## config.mk

```make
export PLATFORM = sky130hd
export DESIGN_NAME = reset_source_bank_select
export DESIGN_NICKNAME = d
export VERILOG_FILES = /design/src/common/reset_bank_pkg.sv /design/src/hw/reset_source_bank_select.sv
export SDC_FILE = /design/constraint.sdc
export NUM_CORES = 1
export LEC_CHECK = 0
export BUFFER_PORTS_ARGS = -buffer_cell sky130_fd_sc_hd__buf_2
export CORE_ASPECT_RATIO = 1.1
export CORE_MARGIN = 4
export CORE_UTILIZATION = 40
export CTS_CLUSTER_DIAMETER = 40
export DETAILED_ROUTE_END_ITERATION = 10
export SLEW_MARGIN = 20
export SYNTH_ARGS = -nofsm -noshare
export SYNTH_HDL_FRONTEND = slang
export SYNTH_SLANG_ARGS = --single-unit
```

## constraint.sdc

```tcl
create_clock -name core_clk -period 2.4 [get_ports core_clk]
set_input_delay 0.24 -clock core_clk [delete_from_list [all_inputs] [get_ports core_clk]]
set_output_delay 0.24 -clock core_clk [all_outputs]
set_load 0.05 [all_outputs]
```

## src/common/reset_bank_pkg.sv

```systemverilog
// Shared constants and types for the reset source and bank select block
package reset_bank_pkg;

    // ==================================================================
    // Timing
    localparam int unsigned CLK_HZ = 20_000_000;
    localparam longint unsigned BOOT_TIMEOUT_MS = 400;
    localparam longint unsigned BOOT_TIMEOUT_CYCLES = BOOT_TIMEOUT_MS * CLK_HZ / 1000;
    localparam int unsigned BO_FILTER_CYCLES = 4;
    localparam int unsigned RESET_HOLD_CYCLES = 4;

    // ==================================================================
    // Register map
    localparam int ADDR_W = 8;
    localparam int DATA_W = 8;
    localparam logic [7:0] OFS_POWER_CONTROL = 8'h00;
    localparam logic [7:0] OFS_FLASH_CONFIG = 8'h01;
    localparam logic [7:0] OFS_AUX_IRQ_ENABLE = 8'h02;
    localparam logic [7:0] OFS_WATCHDOG_CONTROL = 8'h03;
    localparam logic [7:0] OFS_BOOT_CONTROL = 8'h04;
    localparam logic [7:0] OFS_IRQ_STATUS = 8'h05;
    localparam logic [7:0] OFS_IRQ_MASK = 8'h06;

    // ==================================================================
    // Field positions
    localparam int POWER_UP_BIT = 4;
    localparam int SOFT_BANK_BIT = 1;
    localparam int BOOT_SEL_BIT = 0;
    localparam int BO_IRQ_EN_BIT = 3;
    localparam int WDFLAG_BIT = 2;
    localparam int EMUL_BIT = 0;
    localparam int PROG_RD_BIT = 1;
    localparam int EMUL_RD_BIT = 2;

    // Event bits of the status and mask registers
    localparam int NUM_EVENTS = 5;
    localparam int EV_POWER_ON = 0;
    localparam int EV_SOFT = 1;
    localparam int EV_BROWNOUT_RST = 2;
    localparam int EV_WATCHDOG = 3;
    localparam int EV_BROWNOUT_IRQ = 4;

    // ==================================================================
    // Bank values and code addresses
    localparam logic [1:0] BANK_BOOT = 2'h0;
    localparam logic [1:0] BANK_USER = 2'h2;
    localparam logic [15:0] BOOT_AREA_TOP = 16'h1fff;
    localparam logic [15:0] VEC_RESET = 16'h0000;
    localparam logic [15:0] VEC_BROWNOUT = 16'h004b;

    // ==================================================================
    // Types
    typedef enum logic [1:0] {
        BOOT_AUTOBAUD = 2'h0,
        BOOT_PROGRAM = 2'h1,
        BOOT_EMUL = 2'h3,
        BOOT_USER = 2'h2
    } boot_state_t;

    typedef struct packed {
        logic [ADDR_W-1:0] addr;
        logic [DATA_W-1:0] wdata;
        logic wr;
        logic rd;
    } reg_req_t;

endpackage : reset_bank_pkg

```

## src/hw/reset_source_bank_select.sv

```systemverilog
// Reset source handling, brownout filter and code bank selection
// Function
// Power-up flag set, held until software clears
// Power-on reset forces bank bits to 00
// Autobaud window, then emulation or software reset
// External reset pin acts as power-on reset; code keeps the emulation flag and brownout count
// Soft-reset bit rising 0 to 1 triggers reset
// Software reset: vector 0000H, bank bits 10
// Software reset keeps watchdog flag, resets others; code also keeps the power-up and emulation flags
// Brownout acts after four low clock periods
// Brownout without interrupt enable resets to 0000H
// Enabled brownout raises interrupt to 004BH
// Clearing enable during brownout resets the device
// Brownout reset clears boot-select, keeps soft-reset bit
// Watchdog reset clears boot-select, keeps soft-reset bit
// Low 8 kB from boot code when bits 00
// Brownout resets by default
// Power-on or external reset wins over others
`timescale 1ns/100ps
`default_nettype none

module reset_source_bank_select #(
    parameter longint unsigned BOOT_TIMEOUT = reset_bank_pkg::BOOT_TIMEOUT_CYCLES,
    parameter int unsigned BO_FILTER = reset_bank_pkg::BO_FILTER_CYCLES,
    parameter int unsigned RESET_HOLD = reset_bank_pkg::RESET_HOLD_CYCLES
) (
    input wire logic core_clk,
    input wire logic rst_n,
    input wire logic ext_reset_n,
    input wire logic supply_low,
    input wire logic watchdog_expired,
    input wire logic autobaud_ok,
    input wire logic [15:0] fetch_addr,
    input wire reset_bank_pkg::reg_req_t reg_req,
    output logic [reset_bank_pkg::DATA_W-1:0] reg_rdata,
    output logic core_reset,
    output logic [15:0] core_vector,
    output logic brownout_irq_req,
    output logic emulation_mode,
    output logic program_mode,
    output logic fetch_from_boot,
    output logic [1:0] bank_bits,
    output logic irq
);

    // ==================================================================
    // State
    typedef struct packed {
        reset_bank_pkg::boot_state_t boot_state;
        logic [31:0] boot_timer;
        logic [7:0] bo_count;
        logic bo_active;
        logic [7:0] hold_count;
        logic core_reset;
        logic [15:0] vector;
        logic bo_irq_req;
        logic power_up_flag;
        logic [1:0] bank;
        logic bo_irq_en;
        logic wd_flag;
        logic emul_flag;
        logic [reset_bank_pkg::NUM_EVENTS-1:0] status;
        logic [reset_bank_pkg::NUM_EVENTS-1:0] mask;
        logic irq;
        logic [reset_bank_pkg::DATA_W-1:0] rdata;
        logic fetch_boot;
        logic emul_mode;
        logic prog_mode;
    } state_t;

    localparam state_t STATE_RESET = '{
        boot_state: reset_bank_pkg::BOOT_AUTOBAUD,
        hold_count: RESET_HOLD[7:0],
        core_reset: 1'b1,
        vector: reset_bank_pkg::VEC_RESET,
        power_up_flag: 1'b1,
        bank: reset_bank_pkg::BANK_BOOT,
        status: reset_bank_pkg::NUM_EVENTS'(1 << reset_bank_pkg::EV_POWER_ON),
        default: '0
    };

    localparam logic [31:0] BOOT_LAST = 32'(BOOT_TIMEOUT - 1);
    localparam logic [7:0] BO_LAST = 8'(BO_FILTER);

    state_t state_reg;
    state_t state_next;

    // ==================================================================
    // Next-state logic
    always_comb
    begin
        logic ext_rst;
        logic sw_evt;
        logic boot_sw;
        logic bo_rst;
        logic wd_evt;
        logic any_rst;
        logic [reset_bank_pkg::NUM_EVENTS-1:0] ev;
        logic [reset_bank_pkg::NUM_EVENTS-1:0] clr;
        ext_rst = 1'b0;
        sw_evt = 1'b0;
        boot_sw = 1'b0;
        bo_rst = 1'b0;
        wd_evt = 1'b0;
        any_rst = 1'b0;
        ev = '0;
        clr = '0;
        state_next = state_reg;
        state_next.bo_irq_req = 1'b0;
        state_next.rdata = '0;

        // ==============================================================
        // Brownout filter: supply must stay low for the full count
        if (supply_low)
        begin
            if (state_reg.bo_count < BO_LAST)
            begin
                state_next.bo_count = state_reg.bo_count + 8'h01;
            end
        end
        else
        begin
            state_next.bo_count = '0;
        end
        state_next.bo_active = (state_next.bo_count >= BO_LAST);
        if (state_next.bo_active && !state_reg.bo_active && state_reg.bo_irq_en)
        begin
            state_next.bo_irq_req = 1'b1;
            ev[reset_bank_pkg::EV_BROWNOUT_IRQ] = 1'b1;
        end

        // ==============================================================
        // Register writes
        if (reg_req.wr)
        begin
            case (reg_req.addr)
                reset_bank_pkg::OFS_POWER_CONTROL:
                begin
                    state_next.power_up_flag = state_reg.power_up_flag
                        && reg_req.wdata[reset_bank_pkg::POWER_UP_BIT];
                end
                reset_bank_pkg::OFS_FLASH_CONFIG:
                begin
                    if (!state_reg.bank[1] && reg_req.wdata[reset_bank_pkg::SOFT_BANK_BIT])
                    begin
                        sw_evt = 1'b1;
                    end
                    else
                    begin
                        state_next.bank = {reg_req.wdata[reset_bank_pkg::SOFT_BANK_BIT],
                            reg_req.wdata[reset_bank_pkg::BOOT_SEL_BIT]};
                    end
                end
                reset_bank_pkg::OFS_AUX_IRQ_ENABLE:
                begin
                    state_next.bo_irq_en = reg_req.wdata[reset_bank_pkg::BO_IRQ_EN_BIT];
                end
                reset_bank_pkg::OFS_WATCHDOG_CONTROL:
                begin
                    state_next.wd_flag = state_reg.wd_flag
                        && reg_req.wdata[reset_bank_pkg::WDFLAG_BIT];
                end
                reset_bank_pkg::OFS_BOOT_CONTROL:
                begin
                    state_next.emul_flag = reg_req.wdata[reset_bank_pkg::EMUL_BIT];
                end
                reset_bank_pkg::OFS_IRQ_STATUS:
                begin
                    clr = reg_req.wdata[reset_bank_pkg::NUM_EVENTS-1:0];
                end
                reset_bank_pkg::OFS_IRQ_MASK:
                begin
                    state_next.mask = reg_req.wdata[reset_bank_pkg::NUM_EVENTS-1:0];
                end
                default:
                begin
                    state_next.mask = state_reg.mask;
                end
            endcase
        end

        // ==============================================================
        // Register reads, data in the following cycle
        if (reg_req.rd)
        begin
            case (reg_req.addr)
                reset_bank_pkg::OFS_POWER_CONTROL:
                begin
                    state_next.rdata[reset_bank_pkg::POWER_UP_BIT] = state_reg.power_up_flag;
                end
                reset_bank_pkg::OFS_FLASH_CONFIG:
                begin
                    state_next.rdata[reset_bank_pkg::SOFT_BANK_BIT] = state_reg.bank[1];
                    state_next.rdata[reset_bank_pkg::BOOT_SEL_BIT] = state_reg.bank[0];
                end
                reset_bank_pkg::OFS_AUX_IRQ_ENABLE:
                begin
                    state_next.rdata[reset_bank_pkg::BO_IRQ_EN_BIT] = state_reg.bo_irq_en;
                end
                reset_bank_pkg::OFS_WATCHDOG_CONTROL:
                begin
                    state_next.rdata[reset_bank_pkg::WDFLAG_BIT] = state_reg.wd_flag;
                end
                reset_bank_pkg::OFS_BOOT_CONTROL:
                begin
                    state_next.rdata[reset_bank_pkg::EMUL_BIT] = state_reg.emul_flag;
                    state_next.rdata[reset_bank_pkg::PROG_RD_BIT] =
                        (state_reg.boot_state == reset_bank_pkg::BOOT_PROGRAM);
                    state_next.rdata[reset_bank_pkg::EMUL_RD_BIT] =
                        (state_reg.boot_state == reset_bank_pkg::BOOT_EMUL);
                end
                reset_bank_pkg::OFS_IRQ_STATUS:
                begin
                    state_next.rdata[reset_bank_pkg::NUM_EVENTS-1:0] = state_reg.status;
                end
                reset_bank_pkg::OFS_IRQ_MASK:
                begin
                    state_next.rdata[reset_bank_pkg::NUM_EVENTS-1:0] = state_reg.mask;
                end
                default:
                begin
                    state_next.rdata = '0;
                end
            endcase
        end

        // ==============================================================
        // Boot supervisor: autobaud window after power-on
        case (state_reg.boot_state)
            reset_bank_pkg::BOOT_AUTOBAUD:
            begin
                if (state_reg.core_reset)
                begin
                    state_next.boot_timer = '0;
                end
                else if (autobaud_ok)
                begin
                    state_next.boot_state = reset_bank_pkg::BOOT_PROGRAM;
                end
                else if (state_reg.boot_timer >= BOOT_LAST)
                begin
                    if (state_reg.emul_flag)
                    begin
                        state_next.boot_state = reset_bank_pkg::BOOT_EMUL;
                    end
                    else
                    begin
                        boot_sw = 1'b1;
                    end
                end
                else
                begin
                    state_next.boot_timer = state_reg.boot_timer + 32'h1;
                end
            end
            reset_bank_pkg::BOOT_PROGRAM,
            reset_bank_pkg::BOOT_EMUL,
            reset_bank_pkg::BOOT_USER:
            begin
                state_next.boot_timer = '0;
            end
            default:
            begin
                state_next.boot_state = reset_bank_pkg::BOOT_AUTOBAUD;
            end
        endcase

        // ==============================================================
        // Reset sources, highest priority last applied first
        ext_rst = !ext_reset_n;
        wd_evt = watchdog_expired;
        bo_rst = state_next.bo_active && !state_next.bo_irq_en;
        any_rst = ext_rst || sw_evt || boot_sw || bo_rst || wd_evt;
        if (ext_rst)
        begin
            state_next = STATE_RESET;
            state_next.bo_count = state_reg.bo_count;
            state_next.emul_flag = state_reg.emul_flag;
            ev[reset_bank_pkg::EV_POWER_ON] = 1'b1;
        end
        else if (any_rst)
        begin
            if (sw_evt || boot_sw)
            begin
                state_next.bank = reset_bank_pkg::BANK_USER;
                ev[reset_bank_pkg::EV_SOFT] = 1'b1;
            end
            else
            begin
                state_next.bank[0] = 1'b0;
            end
            if (bo_rst)
            begin
                ev[reset_bank_pkg::EV_BROWNOUT_RST] = 1'b1;
            end
            if (wd_evt)
            begin
                state_next.wd_flag = 1'b1;
                ev[reset_bank_pkg::EV_WATCHDOG] = 1'b1;
            end
            // Brownout interrupt enable and event mask return to reset; watchdog, power-up and emulation flags kept
            state_next.bo_irq_en = 1'b0;
            state_next.mask = '0;
            state_next.bo_irq_req = 1'b0;
            state_next.boot_timer = '0;
            state_next.boot_state = (state_next.bank == reset_bank_pkg::BANK_BOOT) ?
                reset_bank_pkg::BOOT_AUTOBAUD : reset_bank_pkg::BOOT_USER;
        end

        // ==============================================================
        // Core reset stretch and restart vector
        if (any_rst)
        begin
            state_next.hold_count = RESET_HOLD[7:0];
            state_next.core_reset = 1'b1;
            state_next.vector = reset_bank_pkg::VEC_RESET;
        end
        else
        begin
            if (state_reg.hold_count != '0)
            begin
                state_next.hold_count = state_reg.hold_count - 8'h01;
            end
            state_next.core_reset = (state_reg.hold_count > 8'h01);
            if (state_next.bo_irq_req)
            begin
                state_next.vector = reset_bank_pkg::VEC_BROWNOUT;
            end
        end

        // ==============================================================
        // Interrupt status: set wins over a clear in the same cycle
        state_next.status = (state_reg.status & ~clr) | ev;
        state_next.irq = |(state_next.status & state_next.mask);

        // Code fetch steering for the lower 8 kB
        state_next.fetch_boot = (fetch_addr <= reset_bank_pkg::BOOT_AREA_TOP)
            && (state_next.bank == reset_bank_pkg::BANK_BOOT);

        // Mode outputs get flops of their own
        state_next.emul_mode = (state_next.boot_state == reset_bank_pkg::BOOT_EMUL);
        state_next.prog_mode = (state_next.boot_state == reset_bank_pkg::BOOT_PROGRAM);
    end

    // ==================================================================
    // State register; power-on is the asynchronous reset
    always_ff @(posedge core_clk or negedge rst_n)
    begin
        if (!rst_n)
        begin
            state_reg <= STATE_RESET;
        end
        else
        begin
            state_reg <= state_next;
        end
    end

    // ==================================================================
    // Outputs
    assign reg_rdata = state_reg.rdata;
    assign core_reset = state_reg.core_reset;
    assign core_vector = state_reg.vector;
    assign brownout_irq_req = state_reg.bo_irq_req;
    assign emulation_mode = state_reg.emul_mode;
    assign program_mode = state_reg.prog_mode;
    assign fetch_from_boot = state_reg.fetch_boot;
    assign bank_bits = state_reg.bank;
    assign irq = state_reg.irq;

endmodule : reset_source_bank_select

`default_nettype wire

```

==> results of run 1 <==
[worst min-delay path by stage]
stage / cells after the start / from / end / slack [ns]
after detailed placement: 1 / rst_n / state_reg[59] / 0.22
final: 3 / fetch_addr[13] / fetch_from_boot / 0.12
after global placement: 1 / rst_n / state_reg[61] / 0.21
after CTS: 3 / fetch_addr[13] / fetch_from_boot / 0.11
after global routing: 3 / fetch_addr[14] / fetch_from_boot / 0.13
after floorplan: 0 / rst_n / bank_bits[0] / -0.06
[cell type report]
type                    count  area share [%]
multi-input cells         301            40.7
flip-flops and latches     79            39.5
repair buffers             83            11.6
clock buffers              11            3.02
well taps                 120            2.99
clock inverters             5            1.12
inverters                  15            1.12
[what timing repair did]
action / in CTS / in global routing
cloned: 2 / 1
pin swaps: 27 / 14
setup buffers: 7 / 3
setup endpoints to repair: 55 / 55
hold buffers: 1 / 0
endpoints found under the hold margin: 31 / 0
resized for setup: 30 / 38
[per-layer routing]
metal / vias to the layer above / track usage [%] / wire length [um]
met2: 72 / 28.2 / 4610
li1: 1601 / - / -
met1: 1633 / 20.5 / 4260
met4: 0 / 8.42 / 248
met5: - / 0 / 0
met3: 22 / 3.00 / 341
[cells by family (layout without fill, tap and decap cells)]
group | Yosys count | after routing | share of synthesized area, %
AOI/OAI and AO/OA | 82 | 82 | 13.6
xor gates and xnor gates | 11 | 11 | 2.36
DFF | 79 | 79 | 48.6
muxes | 10 | 10 | 2.58
adders and majority gates | 5 | 5 | 1.54
other | 1 | 15 | 0.0920
buffers and inverters | 54 | 114 | 7.59
and+or+nand+nor | 178 | 178 | 23.6
[cell usage in the layout, fill, tap and decap left out, types with 10 or more instances in the layout]
cell type,Yosys,layout
buf_2,1,39
clkbuf_8,0,11
or3_1,14,10
nor2_1,41,35
a21oi_1,27,19
buf_4,26,31
nand2_1,28,28
inv_1,15,15
buf_6,1,11
dfrtp_1,75,75
nand3_1,12,11
conb_1,1,15
[worst min-delay path: stages]
cell and delay (ns):
buf_2 0.07, nor3_1 0.03, o211a_1 0.09
[power groups by stage]
stage                     Sequential [uW]  Combinational (uW)  Clock (uW)
final                                1400                 357        1020
after detailed placement             1420                 315           0
after CTS                            1400                 338        1040
after global routing                 1400                 392        1110
after floorplan                      1420                 216           0
after global placement               1420                 308           0
[stage by stage]
step	total power, uW	hold slack, ns	instances
5_1_grt	2910	0.127	614
3_5_place_dp	1740	0.219	587
3_3_place_gp	1730	0.215	587
4_1_cts	2780	0.108	612
2_1_floorplan	1640	-0.0556	434
6_report	2780	0.117	614
==> flow_summary.ini, run 1 <==
[status]
status = finished with violations
violations = setup timing

[clock_network]
cts_tree = built
cts_sinks = 79
insertion_delay_ns = 0.35
clk_pin_slew_ns = 0.08
root_buffer = clkbuf_8
cts-buffers-inserted = 9
cts_max_level = 3
clk_path_buf_depth = 2

[final_layout]
postLayoutCellArea_um2 = 5020
layout.nets = 534
areaGrowthSynthToFinish_pct = 23.2
largest_reg_flops = 65
final-seq-area_um2 = 1980
postLayoutCoreUtil_pct = 50.8
diodes = 0
drive_gt1_share_pct = 31.6
nFillCells = 924
multiInputGateArea_um2 = 2040

[pwr]
power.internal_uw = 2040
combPwrFrac_pct = 12.8
clkPwrFrac_pct = 36.7
p_sw_uw = 741
power_density_nw_per_um2 = 553
leakage_uw = 0.00228
pwr-share-seq_pct = 50.5
switching_share_pct = 26.7
ir_worst_vdd_uv = 316

[timing]
fin_crit_sh_pct = 106
worst_slew_pin_slew_ns = 0.636
fin_crit_ns = 2.54
setup_viol = 38
rsz0062_at_grt = yes
slew_headroom_pct = 57.0
skew_ns = 0.0110
max_freq_mhz = 393
slew_viol_final = 0
setup_ws_ns = -0.145
hold_violations = 0
fin_tns_setup_ns = -2.17

[worst_setup_path]
startpoint = state_reg[77]
critical_path_class = flop to flop
worst-path-stages = 7
worstPathCellList = or3_4, or4_4, o221ai_4, a21boi_2, or4_4, buf_6, o211a_1
crit_buf_inv = 1
cp.required_ns = 2.65
critPathTopFamily = simple AND/OR/NAND/NOR gates
reg2reg_to = fetch_from_boot
endpoint = fetch_from_boot
slowest_delay_ns = 0.57
cp.arrival_ns = 2.80
reg2regPathDepth = 7
reg2reg_slack_ns = -0.14
cp_slowest_cell = or4_4
start_kind = flop
r2r_start = state_reg[77]
cp_common_cell = or4_4
cp_max_fo = 5
end_kind = flop

[synth]
synthTopCellsByCount = dfrtp_1, nor2_1, nand2_1, a21oi_1, buf_4
syn_area_um2 = 4070
ys_seq_area_share_pct = 48.6
synth.area.top_cells = dfrtp_1, buf_4, nor2_1, a21oi_1, dfstp_2
async_flop_share_pct = 100
yosys.cell_types.count = 55
syn_inst = 420
synth_seq_cells = 79
ys.flop_type = dfrtp_1
avgSynthCellArea_um2 = 9.70
synth_largest_area_cell = dfrtp_1
yosys.cell_count.top_type = dfrtp_1
synth-edff-count = 0
synth_top_area_share_pct = 46.1
ys.warnings.count = 0

[floorplan]
die_width_um = 104
rows = 38
die-height_um = 114
ioPinCount = 72
dieArea_um2 = 11900
coreArea_um2 = 9890
start_util_pct = 41.2

[global_routing]
grt_pass1_wl_um = 16000
antenna_found_initial = 0
grt_max_degree = 47
grt_usage_pct = 16.6
grt_overflow = 0
grt_pass1_vias = 3339

[drt]
detail_route.wl_per_cell_um = 15.4
num_vias = 3328
firstDrtPassIters = 4
routed_wl_um = 9460
postRouteAntennaNets = 0
drc = 0
viasPerCell = 5.42
drt_iter0_drc = 146

[place]
dp_hpwl_um = 6720
dpl_cell_area_um2 = 4480
routabilityCongestion = 0.858
io_buffers = 40
dp_slack_ns = -0.227

[hold_path]
hold_path.class = input pin to flop

[job]
drv_cap = 0
Power figures use the tool's default switching activity.
==> run 2: changes to the inputs <==
--- a/config.mk
+++ b/config.mk
@@ -5,6 +5,7 @@
 export SDC_FILE = /design/constraint.sdc
 export NUM_CORES = 1
 export LEC_CHECK = 0
+export ABC_AREA = 1
 export BUFFER_PORTS_ARGS = -buffer_cell sky130_fd_sc_hd__buf_2
 export CORE_ASPECT_RATIO = 1.1
 export CORE_MARGIN = 4
==> flow_summary.ini, run 2 <==
[synth]
synth_largest_area_cell = dfrtp_1
ys_seq_area_share_pct = 46.5
yosys.cell_count.top_type = nand2_1
synth_top_area_share_pct = 44.0
ys.flop_type = dfrtp_1
ys.warnings.count = 0
synth.area.top_cells = dfrtp_1, nand2_1, nor2_1, inv_1, buf_4
synth-edff-count = 0
syn_area_um2 = 4270
syn_inst = 539
avgSynthCellArea_um2 = 7.91
synth_seq_cells = 79
yosys.cell_types.count = 43
async_flop_share_pct = 100
synthTopCellsByCount = nand2_1, nor2_1, dfrtp_1, inv_1, nand3_1

[floorplan]
ioPinCount = 72
die-height_um = 116
rows = 39
coreArea_um2 = 10400
dieArea_um2 = 12400
start_util_pct = 41.0
die_width_um = 106

[drt]
wl_met1_um = 4110
firstDrtPassIters = 4
num_vias = 3394
detail_route.wl_per_cell_um = 12.3
wl_met2_um = 4280
drc = 0
wl_met3_um = 365
highest_layer = met4
viasPerCell = 4.67
routed_wl_um = 8910
drt_iter0_drc = 172
postRouteAntennaNets = 0

[worst_setup_path]
worstPathCellList = ha_1, nand3_1, nor2_2, nand2_1, nand2_1, nand2_1, nand2_2, nand2_4, nand3_1, nor2_2, nand3_1, nand2_1, inv_1, nand2_1
critical_path_class = flop to flop
end_kind = flop
reg2reg_slack_ns = 0.28
reg2reg_to = irq
slowest_delay_ns = 0.40
cp_slowest_cell = dfrtp_1
reg2regPathDepth = 14
cp.arrival_ns = 2.39
cp.required_ns = 2.67
cp_max_fo = 8
r2r_start = state_reg[63]
cp_common_cell = nand2_1
start_kind = flop

[final_layout]
final_cell_mix = nand2_1, nor2_1, dfrtp_1, inv_1, buf_2
nFillCells = 997
largest_reg_flops = 65
drive_gt1_share_pct = 15.8
multiInputGateArea_um2 = 1830
final-seq-area_um2 = 1980
areaGrowthSynthToFinish_pct = 13.6
layout.nets = 624
layout_commonest_cell = nand2_1
diodes = 0

[clock_network]
cts_tree = built
root_buffer = clkbuf_16
cts_sinks = 79
cts_setup_buffers = 0
cts_max_level = 3
clk_path_buf_depth = 2
clk_pin_slew_ns = 0.06
cts-buffers-inserted = 9
cts_hold_buffers = 1
insertion_delay_ns = 0.33
cts-resized-gates = 0

[timing]
fin_crit_ns = 2.12
slew_headroom_pct = 60.4
setup_ws_ns = 0.281
skew_ns = 0.00960
setup_viol = 0
worst_slew_pin_slew_ns = 0.590
rsz0062_at_grt = no
fin_tns_setup_ns = 0
hold_violations = 0
fin_crit_sh_pct = 88.3
slew_viol_final = 0
max_freq_mhz = 472

[hold_path]
whs_endpoint = fetch_from_boot
hold_path.class = input pin to flop
worstHoldPathCells = 4
hold_start = fetch_addr[13]

[job]
drv_cap = 0

[global_routing]
grt_pass1_vias = 3276
grt_overflow = 0
grt_max_degree = 40
grt_usage_pct = 15.3
antenna_found_initial = 0
grt_pass1_wl_um = 15200

[pwr]
pwr-share-seq_pct = 43.0
power.internal_uw = 2480
combPwrFrac_pct = 12.3
ir_worst_vdd_uv = 297
leakage_uw = 0.00235
power_density_nw_per_um2 = 681
p_sw_uw = 825
switching_share_pct = 25.0
clkPwrFrac_pct = 44.7

[place]
io_buffers = 40
dp_slack_ns = 0.233
dp_hpwl_um = 6740
routabilityCongestion = 0.894

[status]
status = complete, no violations
run 2: worst max-delay path by stage:
stage / cells after the start / slack, ns / to / start
finish: 14 / 0.28 / irq / state_reg[63]
global route: 14 / 0.05 / irq / state_reg[63]
CTS: 13 / 0.27 / state_reg[84] / state_reg[63]
detailed placement: 11 / 0.23 / state_reg[82] / reg_req[17]
global placement: 14 / 0.31 / irq / state_reg[63]
floorplan: 13 / 0.60 / state_reg[71] / state_reg[63]
run 2: final cells by class:
cell class | count | area share, %
Tap cell | 143 | 3.69
Multi-Input combinational cell | 370 | 37.8
Clock buffer | 13 | 5.37
Timing Repair Buffer | 47 | 5.32
Clock inverter | 3 | 1.34
Sequential cell | 79 | 40.9
Inverter | 72 | 5.58
run 2: routing by layer:
| metal | track usage [%] | vias to the layer above |
|---|---|---|
| met5 | 0 | - |
| li1 | - | 1747 |
| met4 | 6.65 | 0 |
| met3 | 2.71 | 13 |
| met2 | 25.9 | 59 |
| met1 | 19.4 | 1575 |
run 2: stage by stage:
step	instances	total power [uW]	utilization, %	hold slack [ns]	cell area [um^2]
after floorplan	553	1750	-	-0.0556	4320
after global placement	710	1840	43.4	0.235	4510
final	727	3300	46.6	0.146	4850
after CTS	727	3350	46.6	0.136	4850
after detailed placement	710	1850	43.4	0.241	4510
after global routing	727	3460	46.6	0.147	4850
run 2: power groups by stage:
stage / registers [uW] / clock network [uW] / logic, uW
floorplan: 1440 / 0 / 309
global placement: 1440 / 0 / 401
detailed placement: 1440 / 0 / 411
CTS: 1420 / 1510 / 414
global route: 1430 / 1570 / 466
finish: 1420 / 1470 / 407
run 2: cell families (layout without fill, tap and decap cells):
logic type | after synthesis | after routing | share of synthesized area (%)
adders and majority gates | 5 | 5 | 1.47
and+or+nand+nor | 279 | 279 | 29.6
other | 1 | 15 | 0.0879
buffers and inverters | 104 | 135 | 11.8
xor gates and xnor gates | 14 | 14 | 2.87
AOI/OAI and AO/OA | 57 | 57 | 7.66
DFF | 79 | 79 | 46.5
run 2: critical path: cells and delay by family (launching register included):
kind | cells | cell delay (ns)
and+or+nand+nor | 12 | 1.41
DFF | 1 | 0.40
adders and majority gates | 1 | 0.22
buffers and inverters | 1 | 0.03
